==> src/srgt_pkg.sv <==
// Package with register map, field layout, reset values and timing for the runaway guard timer.
package srgt_pkg;
  localparam int unsigned SRGT_AW = 4;
  localparam int unsigned SRGT_DW = 16;
  localparam int unsigned SRGT_CW = 9;
  // Register offsets.
  localparam logic [3:0] SRGT_OFS_COUNT = 4'h0;
  localparam logic [3:0] SRGT_OFS_CTRL = 4'h1;
  localparam logic [3:0] SRGT_OFS_FRZ_SET = 4'h2;
  localparam logic [3:0] SRGT_OFS_FRZ_CLR = 4'h3;
  localparam logic [3:0] SRGT_OFS_STATE = 4'h4;
  localparam logic [3:0] SRGT_OFS_IRQ_STAT = 4'h5;
  localparam logic [3:0] SRGT_OFS_IRQ_CLR = 4'h6;
  localparam logic [3:0] SRGT_OFS_IRQ_EN = 4'h7;
  localparam logic [3:0] SRGT_OFS_REMAP = 4'h8;
  // Field positions.
  localparam int unsigned SRGT_GUARD_LSB = 9;
  localparam int unsigned SRGT_GUARD_MSB = 15;
  localparam int unsigned SRGT_SIGN_BIT = 8;
  localparam int unsigned SRGT_CTRL_DIRECT_BIT = 0;
  localparam int unsigned SRGT_FRZ_BIT = 0;
  localparam int unsigned SRGT_IRQ_NMI_BIT = 0;
  localparam int unsigned SRGT_IRQ_TICK_BIT = 1;
  localparam int unsigned SRGT_IRQ_W = 2;
  localparam int unsigned SRGT_REMAP_W = 2;
  // Values after reset and thresholds.
  localparam logic [8:0] SRGT_COUNT_RST = 9'h0FF;
  localparam logic [8:0] SRGT_COUNT_NMI = 9'h000;
  localparam logic [8:0] SRGT_COUNT_LAST = 9'h1F0;
  localparam logic [1:0] SRGT_REMAP_RST = 2'h0;
  // Timing.
  localparam int unsigned SRGT_CLK_PERIOD_NS = 10;
  localparam int unsigned SRGT_TICK_PERIOD_US = 10240;
  localparam int unsigned SRGT_TICK_CYCLES = SRGT_TICK_PERIOD_US * 1000 / SRGT_CLK_PERIOD_NS;
endpackage : srgt_pkg

==> src/srgt_guard_timer.sv <==
// Runaway guard timer: 9-bit signed down counter with interrupt and system reset request.
module srgt_guard_timer
  import srgt_pkg::*;
#(
  parameter int unsigned TICK_CYCLES = SRGT_TICK_CYCLES
) (
  // Clock and reset.
  input wire logic clk_i,
  input wire logic rst_b_i,
  // Other system reset sources, same clock.
  input wire logic sys_rst_i,
  // Core debug halt status, same clock.
  input wire logic core_halted_i,
  // Register port.
  input wire logic [SRGT_AW-1:0] addr_i,
  input wire logic [SRGT_DW-1:0] wdata_i,
  input wire logic wr_i,
  input wire logic rd_i,
  output logic [SRGT_DW-1:0] rdata_o,
  // Events.
  output logic nmi_o,
  output logic sys_rst_req_o,
  output logic irq_o,
  output logic [SRGT_REMAP_W-1:0] boot_remap_bits_o
);

  // The prescaler needs at least two states to tell a tick from its reload.
  if (TICK_CYCLES < 2) begin : g_tick_check
    $error("TICK_CYCLES must be at least 2");
  end

  logic [SRGT_CW-1:0] count_r, count_nxt;
  logic [31:0] presc_r, presc_nxt;
  logic direct_r, direct_nxt;
  logic sw_frz_r, sw_frz_nxt;
  logic [SRGT_IRQ_W-1:0] irq_stat_r, irq_stat_nxt;
  logic [SRGT_IRQ_W-1:0] irq_en_r, irq_en_nxt;
  logic [SRGT_REMAP_W-1:0] remap_r, remap_nxt;
  logic [SRGT_DW-1:0] rdata_r, rdata_nxt;
  logic nmi_r, nmi_nxt;
  logic rst_req_r, rst_req_nxt;
  logic irq_r, irq_nxt;
  logic sys_clr, frozen, tick, wr_count, guard_ok, expire;

  // A request issued here comes straight back as a system reset of this block.
  assign sys_clr = rst_req_r | sys_rst_i;
  // Only the core's halt status and the software freeze, which direct mode overrides, stop the count; no other input reaches it.
  assign frozen = core_halted_i | (sw_frz_r & ~direct_r);
  assign tick = (presc_r == 32'h0) & ~frozen;
  assign guard_ok = (wdata_i[SRGT_GUARD_MSB:SRGT_GUARD_LSB] == 7'h00);
  assign wr_count = wr_i & (addr_i == SRGT_OFS_COUNT) & guard_ok;
  // The check uses the registered count, so a software write of a low value fires too.
  assign expire = direct_r ? ($signed(count_r) <= 0)
                           : ($signed(count_r) <= $signed(SRGT_COUNT_LAST));

  // Counter, prescaler and control state.
  always_comb begin
    count_nxt = count_r;
    presc_nxt = presc_r;
    direct_nxt = direct_r;
    sw_frz_nxt = sw_frz_r;
    // The prescaler holds while frozen, so a frozen interval keeps the tick phase.
    if (!frozen) begin
      presc_nxt = (presc_r == 32'h0) ? TICK_CYCLES - 1 : presc_r - 32'h1;
    end
    if (tick) begin
      count_nxt = count_r - 9'h001;
    end
    if (wr_count) begin
      count_nxt = wdata_i[SRGT_CW-1:0];
    end
    if (wr_i && addr_i == SRGT_OFS_CTRL && wdata_i[SRGT_CTRL_DIRECT_BIT]) begin
      direct_nxt = 1'b1;
    end
    if (wr_i && addr_i == SRGT_OFS_FRZ_SET && wdata_i[SRGT_FRZ_BIT] && !direct_r) begin
      sw_frz_nxt = 1'b1;
    end
    if (wr_i && addr_i == SRGT_OFS_FRZ_CLR && wdata_i[SRGT_FRZ_BIT]) begin
      sw_frz_nxt = 1'b0;
    end
    if (sys_clr) begin
      count_nxt = SRGT_COUNT_RST;
      presc_nxt = TICK_CYCLES - 1;
      direct_nxt = 1'b0;
      sw_frz_nxt = 1'b0;
    end
  end

  always_ff @(posedge clk_i or negedge rst_b_i) begin
    if (!rst_b_i) begin
      count_r <= SRGT_COUNT_RST;
      presc_r <= 32'h0;
      direct_r <= 1'b0;
      sw_frz_r <= 1'b0;
    end else begin
      count_r <= count_nxt;
      presc_r <= presc_nxt;
      direct_r <= direct_nxt;
      sw_frz_r <= sw_frz_nxt;
    end
  end

  // Event outputs and interrupt status.
  always_comb begin
    // A count write in the tick cycle wins, so no nmi is raised for that tick; the tick status bit is still set.
    nmi_nxt = tick & ~direct_r & (count_r == 9'h001) & ~wr_count & ~sys_clr;
    rst_req_nxt = expire & ~rst_req_r & ~sys_rst_i;
    irq_en_nxt = irq_en_r;
    irq_stat_nxt = irq_stat_r;
    if (wr_i && addr_i == SRGT_OFS_IRQ_EN) begin
      irq_en_nxt = wdata_i[SRGT_IRQ_W-1:0];
    end
    if (wr_i && addr_i == SRGT_OFS_IRQ_CLR) begin
      irq_stat_nxt = irq_stat_nxt & ~wdata_i[SRGT_IRQ_W-1:0];
    end
    // Setting after clearing lets a same-cycle event win.
    irq_stat_nxt[SRGT_IRQ_NMI_BIT] = irq_stat_nxt[SRGT_IRQ_NMI_BIT] | nmi_nxt;
    irq_stat_nxt[SRGT_IRQ_TICK_BIT] = irq_stat_nxt[SRGT_IRQ_TICK_BIT] | (tick & ~sys_clr);
    if (sys_clr) begin
      irq_en_nxt = '0;
      irq_stat_nxt = '0;
    end
    irq_nxt = |(irq_stat_nxt & irq_en_nxt);
  end

  always_ff @(posedge clk_i or negedge rst_b_i) begin
    if (!rst_b_i) begin
      nmi_r <= 1'b0;
      rst_req_r <= 1'b0;
      irq_en_r <= '0;
      irq_stat_r <= '0;
      irq_r <= 1'b0;
    end else begin
      nmi_r <= nmi_nxt;
      rst_req_r <= rst_req_nxt;
      irq_en_r <= irq_en_nxt;
      irq_stat_r <= irq_stat_nxt;
      irq_r <= irq_nxt;
    end
  end

  // Boot remap bits are cleared by the hardware reset only.
  always_comb begin
    remap_nxt = remap_r;
    if (wr_i && addr_i == SRGT_OFS_REMAP) begin
      remap_nxt = wdata_i[SRGT_REMAP_W-1:0];
    end
  end

  always_ff @(posedge clk_i or negedge rst_b_i) begin
    if (!rst_b_i) begin
      remap_r <= SRGT_REMAP_RST;
    end else begin
      remap_r <= remap_nxt;
    end
  end

  // Read data stand in the cycle after the read strobe and read zero otherwise.
  always_comb begin
    rdata_nxt = '0;
    if (rd_i) begin
      unique case (addr_i)
        SRGT_OFS_COUNT: rdata_nxt[SRGT_CW-1:0] = count_r;
        SRGT_OFS_CTRL: rdata_nxt[SRGT_CTRL_DIRECT_BIT] = direct_r;
        SRGT_OFS_STATE: rdata_nxt[1:0] = {core_halted_i, sw_frz_r & ~direct_r};
        SRGT_OFS_IRQ_STAT: rdata_nxt[SRGT_IRQ_W-1:0] = irq_stat_r;
        SRGT_OFS_IRQ_EN: rdata_nxt[SRGT_IRQ_W-1:0] = irq_en_r;
        SRGT_OFS_REMAP: rdata_nxt[SRGT_REMAP_W-1:0] = remap_r;
        default: rdata_nxt = '0;
      endcase
    end
  end

  always_ff @(posedge clk_i or negedge rst_b_i) begin
    if (!rst_b_i) begin
      rdata_r <= '0;
    end else begin
      rdata_r <= rdata_nxt;
    end
  end

  assign rdata_o = rdata_r;
  assign nmi_o = nmi_r;
  assign sys_rst_req_o = rst_req_r;
  assign irq_o = irq_r;
  assign boot_remap_bits_o = remap_r;
endmodule : srgt_guard_timer

==> config.mk <==
export PLATFORM = sky130hd
export DESIGN_NAME = srgt_guard_timer
export DESIGN_NICKNAME = d
export VERILOG_FILES = /design/src/srgt_pkg.sv /design/src/srgt_guard_timer.sv
export SDC_FILE = /design/constraint.sdc
export NUM_CORES = 1
export LEC_CHECK = 0
export BUFFER_PORTS_ARGS = -buffer_cell sky130_fd_sc_hd__buf_2
export CORE_ASPECT_RATIO = 1.25
export CORE_MARGIN = 10
export CORE_UTILIZATION = 50
export CTS_CLUSTER_DIAMETER = 40
export DETAILED_ROUTE_END_ITERATION = 10
export HOLD_SLACK_MARGIN = 0.1
export PLACE_DENSITY = 0.7
export SETUP_SLACK_MARGIN = 0.1
export SLEW_MARGIN = 20
export SYNTH_ARGS = -nofsm -noshare
export SYNTH_HDL_FRONTEND = slang
export SYNTH_SLANG_ARGS = --single-unit
==> constraint.sdc <==
create_clock -name clk_i -period 2.69 [get_ports clk_i]
set_input_delay 0.1345 -clock clk_i [delete_from_list [all_inputs] [get_ports clk_i]]
set_output_delay 0.1345 -clock clk_i [all_outputs]
set_load 0.01 [all_outputs]
======== Word level (Yosys, flattened, before mapping) ========
Cells that the tools add are included.
storage, ports and cells
  bits in registers ....................... 68
  memory bits (writable) .................. 0
  bits in latches ......................... 0
  bits in read-only memories .............. 0
  memories kept ........................... 0
  input bits .............................. 26
  logic and storage cells ................. 87
operators by class
  equality and inequality tests ........... 10
  reductions and logical operators ........ 18
  multiplexer cells ....................... 20
  shifts and indexed selects .............. 0
  div/mod/pow operators ................... 0
  add/sub/neg operators ................... 2
  magnitude comparators ................... 2
  bitwise logic cells ..................... 24
  $mul .................................... 0
operator list
  kind                                                            number
  2-to-1 mux 32 bit                                               3
  2-to-1 mux 9 bit                                                4
  zero test 32 bit                                                1
  subtractor 32 x 1 -> 32 bit, second input constant              1
  equality test 4 x 3 -> 1 bit, second input constant             4
  AND 1 bit                                                       11
  logical AND 1 bit                                               10
  equality test 9 x 1 -> 1 bit, second input constant             1
  less-or-equal comparator 9 x 1 -> 1 bit, second input constant  1
  less-or-equal comparator 9 x 5 -> 1 bit, second input constant  1
  subtractor 9 x 1 -> 9 bit, second input constant                1
  equality test 4 x 2 -> 1 bit, second input constant             2
  2-to-1 mux 2 bit                                                4
  zero test 7 bit                                                 1
  2-to-1 mux 7 bit                                                1
  2-to-1 mux 1 bit                                                6
  NOT 1 bit                                                       6
  one-hot mux 1 bit (6 select lines)                              1
  nonzero test 3 bit                                              2
  one-hot mux 1 bit (5 select lines)                              1
  AND 2 bit                                                       2
  equality test 4 x 1 -> 1 bit, second input constant             1
  equality test 4 bit, second input constant                      1
  zero test 4 bit                                                 1
  other kinds (6)                                                 9

======== Longest topological paths before layout ========
  depth after elaboration ................. 13
  depth in mapped cells ................... 9

======== Worst setup path before layout ========
No wires, ideal clock.
  path kind ............................... reg-to-reg
  from .................................... register presc_r[20]
  to ...................................... register count_r[6]
  arrival ................................. 2.277 ns
  setup slack ............................. 0.330 ns
  required time ........................... 2.607 ns
  period minus slack after synthesis ...... 2.360 ns
  path buffers ............................ 1
  cell stages (with the launch flop) ...... 8
  path through ............................ dfrtp_1 or4_4 nor4_4 and2_1 buf_6 nand4_4 o31a_1 o32a_1
on the way
  word-level cells in the longest chain between the ends .. 3
ends and longest elaborated chain
  element                       RTL line                RTL
  start, declared               srgt_guard_timer.sv:33  logic [31:0] presc_r, presc_nxt;
  start signal, assigned        srgt_guard_timer.sv:97  presc_r <= presc_nxt;
  zero test 32 bit              srgt_guard_timer.sv:49  assign tick = (presc_r == 32'h0) & ~frozen;
  AND 1 bit                     srgt_guard_timer.sv:49
  nonzero test 3 bit (no line)  -
  end signal, assigned          srgt_guard_timer.sv:96  count_r <= count_nxt;
  end, declared                 srgt_guard_timer.sv:32  logic [SRGT_CW-1:0] count_r, count_nxt;
No other way between the ends.
A chain may end at the register's enable or synchronous reset.

======== Worst setup path after layout ========
  from .................................... register presc_r[20]
  to ...................................... register count_r[7]
Same word-level chain as after synthesis.

==> metrics.cfg <==
[outcome]
status=finished clean

[power]
total_power_mw=2.05
intPower_mw=1.55
p_comb_share_pct=8.6
power_frac_seq_pct=46.3
p_leak_nw=1.68
ir_drop_uv=297
switching_power_uw=498
swShare_pct=24.3
power_density_nw_per_um2=515
clockPowerShare_pct=45.1

[min_path]
hold_start=wdata_i[1]
hold_path.class=input pin to flip-flop

[placement]
hpwl_um=5730
gp_congestion=0.854
numPortBuffers=39
dp_slack_ps=198

[detailed_routing]
drcViolationCount=0
wl_um=7940
num_vias=2808
vias_per_cell=5.56
first_pass_iters=4
ant_nets=0
wl_per_cell_um=15.7
dr.first_iter.drc_count=126

[global_route]
grt.total_usage_pct=15.9
grt_pass1_wl_um=13700
grt_pass1_vias=2983
grt-ovfl-total=0
antenna_found_initial=0
grt_max_degree=34

[timing]
worstMarginPinSlew_ps=749
skew_ps=12.0
setup-tns-final_ps=0
drv_slew=0
setup_viol=0
worst_hold_slack_ps=112
period_share_pct=89.3
period_minus_slack_ps=2400
grt_setup_unrepaired=no
setup_slack_ps=287
final-hold-violation-count=0
max_freq_mhz=416
slew_headroom_pct=49.7

[floorplan]
start_util_pct=51.2
ios=47
die_area_um2=10400
core-area_um2=6570
die_y_um=112
row_count=33
fp.dieW_um=93.3

[setup_path]
r2r_start=presc_r[20]
path_max_fanout=6
reg2reg_to=count_r[7]
startpoint_type=flip-flop
ff2ff_path_depth=6
required_ps=2960
reg2reg_slack_ps=290
worst_setup_path_end_kind=flip-flop
path_buf_inv=0
arrival_ps=2670
cp_top_family=simple AND/OR/NAND/NOR gates
cp_num_cells=6
path_cells=or4_4, nor4_4, nand2_1, or4_1, xnor2_1, o22a_1
worst-setup-path-type=flip-flop to flip-flop
critical_path.max_stage_delay_ps=610
crit_path_end=count_r[7]
crit_path_start=presc_r[20]
cp_slowest_cell=or4_4

[clocking]
clk_path_buf_depth=2
cts_made_buffers=9
cts_tree=built
post_cts_buffers=0
clock_tree.root_cell=clkbuf_8
clk_latency_ps=340
clkTransAtPathRegs_ps=70
htreeDepth=3
cts.sinks=61

[synth]
ys_seq_elements=61
async_flop_share_pct=100
syn_area_per_cell_um2=9.44
synthFlopType=dfrtp_1
synth_warnings=0
syn_area_um2=3360
ys_types=60
postSynthCellCount=356
synth-edff-count=0
ys_seq_area_share_pct=45.7

[layout]
drive_above_1_share_pct=22.0
most-common-layout-cells=53 x dfrtp_1, 40 x nand2_1, 39 x buf_2
area_growth_pct=18.4
nFillCells=572
regArea_um2=1540
layout_commonest_cell=dfrtp_1
multiInputGateArea_um2=1680
nets=443
diodes=0

[job]
cap_violations=0

power by group through the flow:
stage	registers (mW)	logic [mW]	clock network [mW]
2_1_floorplan	0.967	0.0953	0
4_1_cts	0.948	0.178	0.944
6_report	0.948	0.176	0.925
3_5_place_dp	0.965	0.168	0
3_3_place_gp	0.964	0.165	0
5_1_grt	0.950	0.199	0.980
layout make-up:
type / count / area share (%)
multi-input combinational: 271 / 42.3
inverter: 10 / 0.943
tap: 87 / 2.74
timing repair buffer: 60 / 9.75
clock inverter: 6 / 2.17
clock buffer: 10 / 3.46
sequential: 61 / 38.6
registers in the layout, indices dropped and copies added, names as in the netlist:
signal / count
irq_stat_r: 2
irq_o: 1
rdata_o: 9
nmi_o: 1
sw_frz_r: 1
count_r: 9
boot_remap_bits_o: 2
presc_r: 32
irq_en_r: 2
direct_r: 1
sys_rst_req_o: 1
metrics by stage:
stage,utilization (%),cells,area [um2]
floorplan,-,362,3380
global placement,55.8,480,3660
detailed placement,55.8,480,3660
CTS,60.6,505,3980
global route,60.6,505,3980
finish,60.6,505,3980
repair_timing:
action	CTS	global route
resized for setup	0	1
endpoints found under the hold margin	29	0
endpoints found under the setup margin	0	15
hold buffers	9	0
cells by family (layout without fill, tap and decap cells):
kind of cell | after synthesis | after routing | synth area share (%)
AOI/OAI and AO/OA | 59 | 59 | 12.2
xor gates and xnor gates | 23 | 23 | 5.99
adders and majority gates | 4 | 4 | 1.49
buffers and inverters | 30 | 86 | 4.91
DFF | 61 | 61 | 45.7
muxes | 9 | 9 | 2.76
other | 1 | 7 | 0.112
and+or+nand+nor | 169 | 169 | 26.8
Yosys cell counts, types with 2 or more instances:
master,number,area (um2)
a211oi_1,2,15.0
a21oi_1,13,65.1
a22oi_1,2,15.0
a31oi_1,4,25.0
and2_1,8,50.1
and3_1,3,18.8
and3b_1,3,26.3
buf_4,8,60.1
buf_6,3,33.8
clkbuf_1,9,33.8
dfrtp_1,53,1330
dfstp_2,8,210
ha_1,4,50.1
inv_1,10,37.5
mux2_2,2,22.5
mux2i_1,7,70.1
nand2_1,40,150
nand2b_1,4,25.0
nand3_1,9,45.0
nand4_1,7,43.8
nor2_1,34,128
nor2b_1,3,18.8
nor3_1,21,105
nor3b_1,3,22.5
nor4_1,10,62.6
o21ai_0,9,45.0
o22a_1,7,61.3
o22ai_1,2,12.5
o31a_1,2,17.5
o41ai_1,3,26.3
or2_2,5,31.3
or3_1,6,37.5
or4_1,3,22.5
or4_4,2,22.5
xnor2_1,11,96.3
xor2_1,12,105
metal layers:
layer | up-vias | GRT usage (%) | share of wire, %
met2 | 72 | 27.6 | 52
met3 | 12 | 3.70 | 4.0
met4 | 0 | 5.36 | 1.5
li1 | 1370 | - | -
met1 | 1354 | 18.6 | 43
met5 | - | 0 | 0
worst min path at each step:
stage / cells past startpoint / slack (ps) / to
after global routing: 2 / 110 / count_r[1]
after detailed placement: 1 / 210 / presc_r[30]
after CTS: 2 / 100 / boot_remap_bits_o[1]
after global placement: 1 / 210 / presc_r[30]
final: 2 / 110 / boot_remap_bits_o[1]
after floorplan: 0 / -160 / boot_remap_bits_o[0]
(Power assumes the default switching activity.)
